===== config.mk =====
export PLATFORM = sky130hd
export DESIGN_NAME = mmdec_top
export DESIGN_NICKNAME = d
export VERILOG_FILES = /design/src/verilog/mmdec_ram.v /design/src/verilog/mmdec_top.v
export VERILOG_INCLUDE_DIRS = /design/src /design/src/verilog
export SDC_FILE = /design/constraint.sdc
export NUM_CORES = 2
export LEC_CHECK = 0
export ABC_CLOCK_PERIOD_IN_PS = 3710
export BUFFER_PORTS_ARGS = -buffer_cell sky130_fd_sc_hd__buf_2
export CAP_MARGIN = 20
export CORE_MARGIN = 2
export CORE_UTILIZATION = 62
export DETAILED_ROUTE_END_ITERATION = 6
export GPL_TIMING_DRIVEN = 0
export PLACE_DENSITY = 0.77
export SETUP_SLACK_MARGIN = 0.3
export SYNTH_ARGS = -nofsm -noshare
export SYNTH_HDL_FRONTEND = slang
export SYNTH_HIERARCHICAL = 1
export SYNTH_SLANG_ARGS = --single-unit

===== constraint.sdc =====
create_clock -name sys_clk -period 3.71 [get_ports sys_clk]
set_input_delay 0.1855 -clock sys_clk [delete_from_list [all_inputs] [get_ports sys_clk]]
set_output_delay 0.1855 -clock sys_clk [all_outputs]
set_load 0.05 [all_outputs]

===== src/verilog/mmdec_defs.vh =====
// Purpose: constants for the memory map decoder
// Assumes: byte-wide register file and program memory
// Notes: addresses are byte addresses
`ifndef MMDEC_DEFS_VH
`define MMDEC_DEFS_VH
`define MMDEC_RF_AW 12
`define MMDEC_RF_CTL_BASE 12'hF00
`define MMDEC_RAM_TOP 12'h0FF
`define MMDEC_PM_AW 16
`define MMDEC_INFO_BASE 16'hFE00
`define MMDEC_INFO_LAST 16'hFE7F
`define MMDEC_INFO_EN_BIT 7
`define MMDEC_PM_ABSENT 8'hFF
`define MMDEC_RF_UNDEF 8'h00
`define MMDEC_OPT_LAST 16'h0001
`define MMDEC_RSTV_LAST 16'h0003
`define MMDEC_IVEC_LAST 16'h003D
`define MMDEC_ID_BASE 16'hFE40
`define MMDEC_ID_LAST 16'hFE53
`define MMDEC_CAL_BASE 16'hFE60
`define MMDEC_REGION_OPT 2'h0
`define MMDEC_REGION_RSTV 2'h1
`define MMDEC_REGION_IVEC 2'h2
`define MMDEC_REGION_CODE 2'h3
`define MMDEC_INFO_FILL 8'hFF
`endif


===== src/verilog/mmdec_ram.v =====
// Purpose: byte RAM with registered read
// Assumes: one access per cycle
// Notes: contents are not reset
`default_nettype none
module mmdec_ram #(
	parameter AW = 8
) (
	input wire sys_clk,
	input wire we,
	input wire [AW-1:0] addr,
	input wire [7:0] wdata,
	output reg [7:0] rdata
);
	reg [7:0] mem [0:(1<<AW)-1];
	always @(posedge sys_clk)
	begin
		if (we)
			mem[addr] <= wdata;
		rdata <= mem[addr];
	end
endmodule // mmdec_ram
`default_nettype wire


===== src/verilog/mmdec_top.v =====
// Purpose: decode register file and program memory accesses of an 8-bit core
// Assumes: flash and control registers sit outside; answers one cycle after a request
// Notes: info area is a read-only array loaded on a separate load port
`include "mmdec_defs.vh"
`default_nettype none
module mmdec_top #(
	parameter FLASH_BYTES = 17'h02000,
	parameter RAM_AW = 8
) (
	input wire sys_clk,
	input wire rst,
	input wire rf_req,
	input wire rf_we,
	input wire [11:0] rf_addr,
	input wire [7:0] rf_wdata,
	output reg [7:0] rf_rdata,
	output reg rf_ack,
	output reg ctl_sel,
	output reg ctl_we,
	output reg [7:0] ctl_addr,
	output reg [7:0] ctl_wdata,
	input wire [7:0] ctl_rdata,
	input wire pm_req,
	input wire pm_we,
	input wire [15:0] pm_addr,
	input wire [7:0] pm_wdata,
	input wire [7:0] page_select,
	output reg [7:0] pm_rdata,
	output reg pm_ack,
	output reg [1:0] pm_region,
	output reg flash_sel,
	output reg flash_we,
	output reg [15:0] flash_addr,
	output reg [7:0] flash_wdata,
	input wire [7:0] flash_rdata,
	input wire dm_req,
	output reg [7:0] dm_rdata,
	output reg dm_ack,
	input wire info_load,
	input wire [6:0] info_load_addr,
	input wire [7:0] info_load_data
);
	reg [7:0] info_mem [0:127];
	reg [1:0] rf_kind_reg;
	reg [1:0] rf_kind_next;
	reg [1:0] pm_kind_reg;
	reg [1:0] pm_kind_next;
	reg rf_rd_reg;
	reg pm_rd_reg;
	reg [7:0] info_q_reg;
	wire [7:0] ram_q;
	wire rf_is_ctl = rf_addr >= `MMDEC_RF_CTL_BASE;
	wire rf_is_ram = rf_addr <= `MMDEC_RAM_TOP;
	wire pm_in_flash = {1'b0, pm_addr} < FLASH_BYTES[16:0];
	wire info_en = page_select[`MMDEC_INFO_EN_BIT];
	wire pm_in_info = info_en && pm_addr >= `MMDEC_INFO_BASE && pm_addr <= `MMDEC_INFO_LAST;
	localparam K_CTL = 2'h0;
	localparam K_RAM = 2'h1;
	localparam K_NONE = 2'h2;
	localparam K_INFO = 2'h3;
	localparam K_FLASH = 2'h0;

	always @*
	begin
		if (rf_is_ctl)
			rf_kind_next = K_CTL;
		else if (rf_is_ram)
			rf_kind_next = K_RAM;
		else
			rf_kind_next = K_NONE;
	end

	// Overlay first, so info data shadows any flash behind it
	always @*
	begin
		if (pm_in_info)
			pm_kind_next = K_INFO;
		else if (pm_in_flash)
			pm_kind_next = K_FLASH;
		else
			pm_kind_next = K_NONE;
	end

	mmdec_ram #(.AW(RAM_AW)) u_ram (
		.sys_clk(sys_clk),
		.we(rf_req && rf_we && rf_kind_next == K_RAM),
		.addr(rf_addr[RAM_AW-1:0]),
		.wdata(rf_wdata),
		.rdata(ram_q)
	);

	// Load port only; the core path has no write into this array
	always @(posedge sys_clk)
	begin
		if (info_load)
			info_mem[info_load_addr] <= info_load_data;
		info_q_reg <= info_mem[pm_addr[6:0]];
	end

	always @(posedge sys_clk)
	begin
		if (rst)
		begin
			ctl_sel <= 1'b0;
			ctl_we <= 1'b0;
			ctl_addr <= 8'h00;
			ctl_wdata <= 8'h00;
			rf_ack <= 1'b0;
			rf_kind_reg <= K_NONE;
			rf_rd_reg <= 1'b0;
		end
		else
		begin
			// Reserved control writes pass through; outcome belongs to the peripheral
			ctl_sel <= rf_req && rf_kind_next == K_CTL;
			ctl_we <= rf_req && rf_we && rf_kind_next == K_CTL;
			ctl_addr <= rf_addr[7:0];
			ctl_wdata <= rf_wdata;
			rf_ack <= rf_req;
			rf_kind_reg <= rf_kind_next;
			rf_rd_reg <= rf_req && !rf_we;
		end
	end

	// Read data shows one cycle after ack; control data is the peripheral's answer
	always @(posedge sys_clk)
	begin
		if (rst)
			rf_rdata <= 8'h00;
		// Writes leave the last read data standing
		else if (rf_ack && rf_rd_reg)
		begin
			case (rf_kind_reg)
				K_CTL: rf_rdata <= ctl_rdata;
				K_RAM: rf_rdata <= ram_q;
				K_NONE: rf_rdata <= `MMDEC_RF_UNDEF;
				default: rf_rdata <= `MMDEC_RF_UNDEF;
			endcase
		end
	end

	always @(posedge sys_clk)
	begin
		if (rst)
		begin
			flash_sel <= 1'b0;
			flash_we <= 1'b0;
			flash_addr <= 16'h0000;
			flash_wdata <= 8'h00;
			pm_ack <= 1'b0;
			pm_kind_reg <= K_NONE;
			pm_rd_reg <= 1'b0;
			pm_region <= `MMDEC_REGION_OPT;
		end
		else
		begin
			flash_sel <= pm_req && pm_in_flash && !pm_in_info;
			flash_we <= pm_req && pm_we && pm_in_flash && !pm_in_info;
			flash_addr <= pm_addr;
			flash_wdata <= pm_wdata;
			pm_ack <= pm_req;
			pm_kind_reg <= pm_kind_next;
			pm_rd_reg <= pm_req && !pm_we;
			if (pm_addr <= `MMDEC_OPT_LAST)
				pm_region <= `MMDEC_REGION_OPT;
			else if (pm_addr <= `MMDEC_RSTV_LAST)
				pm_region <= `MMDEC_REGION_RSTV;
			else if (pm_addr <= `MMDEC_IVEC_LAST)
				pm_region <= `MMDEC_REGION_IVEC;
			else
				pm_region <= `MMDEC_REGION_CODE;
		end
	end

	always @(posedge sys_clk)
	begin
		if (rst)
			pm_rdata <= 8'h00;
		else if (pm_ack && pm_rd_reg)
		begin
			case (pm_kind_reg)
				K_INFO: pm_rdata <= info_q_reg;
				K_FLASH: pm_rdata <= flash_rdata;
				K_NONE: pm_rdata <= `MMDEC_PM_ABSENT;
				default: pm_rdata <= `MMDEC_PM_ABSENT;
			endcase
		end
	end

	// No storage behind data space; answer only so the core never hangs
	always @(posedge sys_clk)
	begin
		if (rst)
		begin
			dm_ack <= 1'b0;
			dm_rdata <= 8'h00;
		end
		else
		begin
			dm_ack <= dm_req;
			dm_rdata <= `MMDEC_PM_ABSENT;
		end
	end
endmodule // mmdec_top
`default_nettype wire


==> results.txt <==
The flow ran to the end, but the final reports show violations. The final reports fail on design-rule violations, negative setup slack. The worst path setup slack after routing came out at -0.1411 ns. The number of enable-type register cells in the synthesized netlist came out at 3,072. The launching point of the worst reg2reg path is u_ram/mem[123][5].

After synthesis the netlist holds a flip-flop and latch count of around 3,200. The async set-or-reset flop fraction in the synthesized netlist came out at 0. Counting instances in the post-synthesis netlist gives the leading cell types as sky130_fd_sc_hd__edfxtp_1, sky130_fd_sc_hd__mux4_2, sky130_fd_sc_hd__nor2_1. The flip-flop count of the largest register, all copies and words added is ~2,000.

After clock tree synthesis, the clock-pin slew on the worst setup and hold paths is roughly 0.060 ns. The largest registers in the layout are u_ram/mem x2048, info_mem x1024, flash_addr x16. The number of port buffers came out at around 150.

TritonCTS built the clock tree. The worst hold path begins at pm_addr[14]. At the end of routability-driven placement, the weighted congestion stood at ~1. Detailed routing inserted a total of 65,915 vias. The count of max-cap constraint violations came out at 0.

The minimum clock period came out at 3.851 ns. The floorplan die area is about 200,000 um^2. The setup clock skew after layout came out at approximately 0.065 ns. The path with the worst hold slack has its endpoint at flash_addr[14]. The final instance area is between 100,000 and 150,000 um^2.

The number of post-CTS setup repair buffers came out at 0. The final design utilization is 0.7074. The via count of the first global-routing pass was between 60,000 and 70,000.

In this run the critical register-to-register path is captured at u_ram/rdata[5]. The final count of hold timing violations came out at 0. The detailed-router iteration count before antenna repair came out at 7. The largest net degree at the start of global routing is about 160. The path category of the worst min-delay check is in -> reg. The clock insertion delay at the later pin of the skew report came out at approximately 0.97 ns.

The leakage power figure is between 40 and 50 nW. The clock net in this run drives a total of ~3,200 sinks. The TritonCTS buffer count is roughly 320. Sorting the synthesized cells by area gives the leading types as sky130_fd_sc_hd__edfxtp_1, sky130_fd_sc_hd__mux4_2, sky130_fd_sc_hd__a22oi_1. The tightest slew margin relative to the limit is 0.1086. Summed over all layers, the global routing overflow is 0. The mean area per synthesized cell is 21.44 um^2. The floorplan has 162 rows.

The maximum clock path buffer count is 4. The average wire length per cell after detail routing came out at around 39 um. STA classifies the critical path endpoint as a register.

The worst-path maximum fanout came out at 10. The share of total power in the clock network is 0.420. The synthesized netlist cell count is about 5,700. The number of instances in the placed design is between 8,000 and 9,000.

The die extent in y is 446.2 um. Setup repair after global routing could not meet its margin everywhere. Among all flip-flop cells after synthesis, the most frequent one is sky130_fd_sc_hd__edfxtp_1. The global-route total usage across every layer is 0.3551.

Yosys instantiated no cell more often than sky130_fd_sc_hd__edfxtp_1. After detailed routing, the number of remaining DRC violations is between 80 and 90. At the worst endpoint, the arrival time is between 4 and 5 ns. The number of nets in the layout came out at about 6,400.

The layout cell share with drive strength beyond 1 is 0.2732. Setup total negative slack on the finished layout was measured at -0.1411 ns. The violation count after the first detailed-route iteration is between 10,000 and 15,000. The non-filler instance count after layout came out at ~9,000. The die outline width came out at approximately 450 um. The count of cells along the worst register-to-register path came out at 5. The area growth from synthesis to layout is 13.54%. Of the total power, registers draw 0.524.

The part of the power in combinational logic is 0.056. The top cell type's share of synthesized area is 0.7609. The number of antenna violations at the first check in global routing is 13.

Counting flops per register, the top entry is u_ram/mem. The required time of the worst setup path is 4.41 ns. The H-tree was split into 5 levels. Dividing the final minimum period by the clock period gives 1.038. The number of routed nets with antenna violations is 0. The switching share of power came out at 0.2154. The number of placed I/O pins is approximately 160. The cell count of the worst hold path is 4. The count of final setup violators came out at 1. The number of slew-limit violations in the final report is 0. In this run the standard cell core region covers 194,600 um^2. By startpoint and endpoint, the worst setup path is classified as in -> reg. The placed wire-length estimate after detailed placement is roughly 220 mm. STA classifies the critical path startpoint as an input port. The synthesized netlist net count came out at 5,748.

The area of placed instances came out at roughly 130,000 um^2. The distinct cell type count of the synthesized netlist is 60. The worst-case register-to-register setup slack is between 0.4 and 0.5 ns. IR analysis of the VDD net gives a maximum drop of about 540 uV. The vias per cell is ~7.3. The slew at the pin closest to its max-slew limit came out at about 1.3 ns. The synthesis warning total is 6. In this run the power density over the cells is between 500 and 600 nW/um^2.

The largest area contributor in the netlist is sky130_fd_sc_hd__edfxtp_1. After detailed routing, the total wire length is around 350 mm. The highest clock frequency the design can meet is between 200 and 300 MHz.

The tree is rooted in a sky130_fd_sc_hd__clkbuf_16. The netlist area before placement is about 120,000 um^2. The internal portion of the total power is 58.78 mW. The sequential fraction of the synthesis area came out at 0.7754. The initial core utilization is 0.6231.

The wire length of the first global-routing pass came out at 486.3 mm. The net load switching power is roughly 16 mW.
==> worst max-delay path: stages <==
cell,delay (ns)
sky130_fd_sc_hd__buf_2,0.18
sky130_fd_sc_hd__buf_2,0.29
sky130_fd_sc_hd__buf_2,0.56
sky130_fd_sc_hd__buf_2,0.75
sky130_fd_sc_hd__buf_2,0.79
sky130_fd_sc_hd__mux2i_1,0.41
sky130_fd_sc_hd__nor2_1,0.23
sky130_fd_sc_hd__o21ai_0,0.12
sky130_fd_sc_hd__a221oi_1,1.00
==> worst max path at each step <==
stage,from,endpoint,depth (start not counted),slack [ns]
6_report,pm_addr[3],info_q_reg[7],9,-0.14
5_1_grt,rf_addr[3],u_ram/rdata[5],11,0.28
4_1_cts,rf_addr[3],u_ram/mem[40][7],10,0.11
3_5_place_dp,rf_addr[3],u_ram/mem[140][0],9,-1.59
3_3_place_gp,rf_addr[3],u_ram/mem[208][4],8,-1.90
2_1_floorplan,rf_addr[10],u_ram/mem[157][0],6,1.08
==> metrics by stage <==
step | hold WS, ns | power [mW] | setup slack (ns)
5_1_grt | 0.06160 | 76.28 | 0.2843
6_report | 0.05369 | 74.92 | -0.1411
2_1_floorplan | 0.2571 | 41.96 | 1.076
4_1_cts | 0.002880 | 74.74 | 0.1084
3_5_place_dp | 0.3796 | 43.88 | -1.594
3_3_place_gp | 0.3596 | 43.81 | -1.902
==> power by group through the flow <==
stage | clock network, mW | logic, mW | registers [mW]
2_1_floorplan | 0 | 1.85 | 40.1
3_3_place_gp | 0 | 3.70 | 40.1
3_5_place_dp | 0 | 3.86 | 40.0
4_1_cts | 31.5 | 3.97 | 39.3
5_1_grt | 32.8 | 4.20 | 39.3
6_report | 31.5 | 4.16 | 39.3
==> logic make-up after synthesis <==
family,share of synthesized area
AND/OR/NAND/NOR,0.02496
multiplexers,0.1510
flip-flops,0.7754
AO/OA/AOI/OAI,0.03203
buffers and inverters,0.01639
adder cells (fa/ha/maj),0.0002064
==> routing by layer <==
metal	track usage	vias to the layer above	share of wire
li1	-	24930	-
met4	0.1924	12	0.064
met3	0.1349	1179	0.15
met2	0.5196	5886	0.45
met1	0.4669	33908	0.33
met5	0	-	0.00023
==> timing repair <==
action	4_1_cts	5_1_grt
resized for setup	117	83
setup endpoints to repair	1240	1213
hold endpoints to repair	1554	0
gates cloned	0	0
hold buffers	89	0
==> cells in the final DEF, fill, tap and decap left out, drive strengths merged, types with 44 or more instances in the layout <==
master	Yosys	layout
a21oi	146	146
a22oi	288	288
buf	176	385
clkbuf	181	567
clkinv	3	130
dfxtp	88	88
dlygate4sd3	0	89
edfxtp	3072	3072
mux2i	92	92
mux4	755	755
nand2	74	74
nor2	402	402
nor2b	59	59
nor3	44	44
==> final cells by class <==
class                   instances  area (um^2)
repair buffers                297         2599
clock buffers                 389         8523
well taps                    2542         3181
fillers                     10938        56930
inverters                       9        33.78
multi-input cells            2129        25750
flip-flops and latches       3160        94010
clock inverters               165         1524
plain buffers                 356         2018
diodes                         10        25.02
Note: power is estimated with default switching activity, not from simulation.
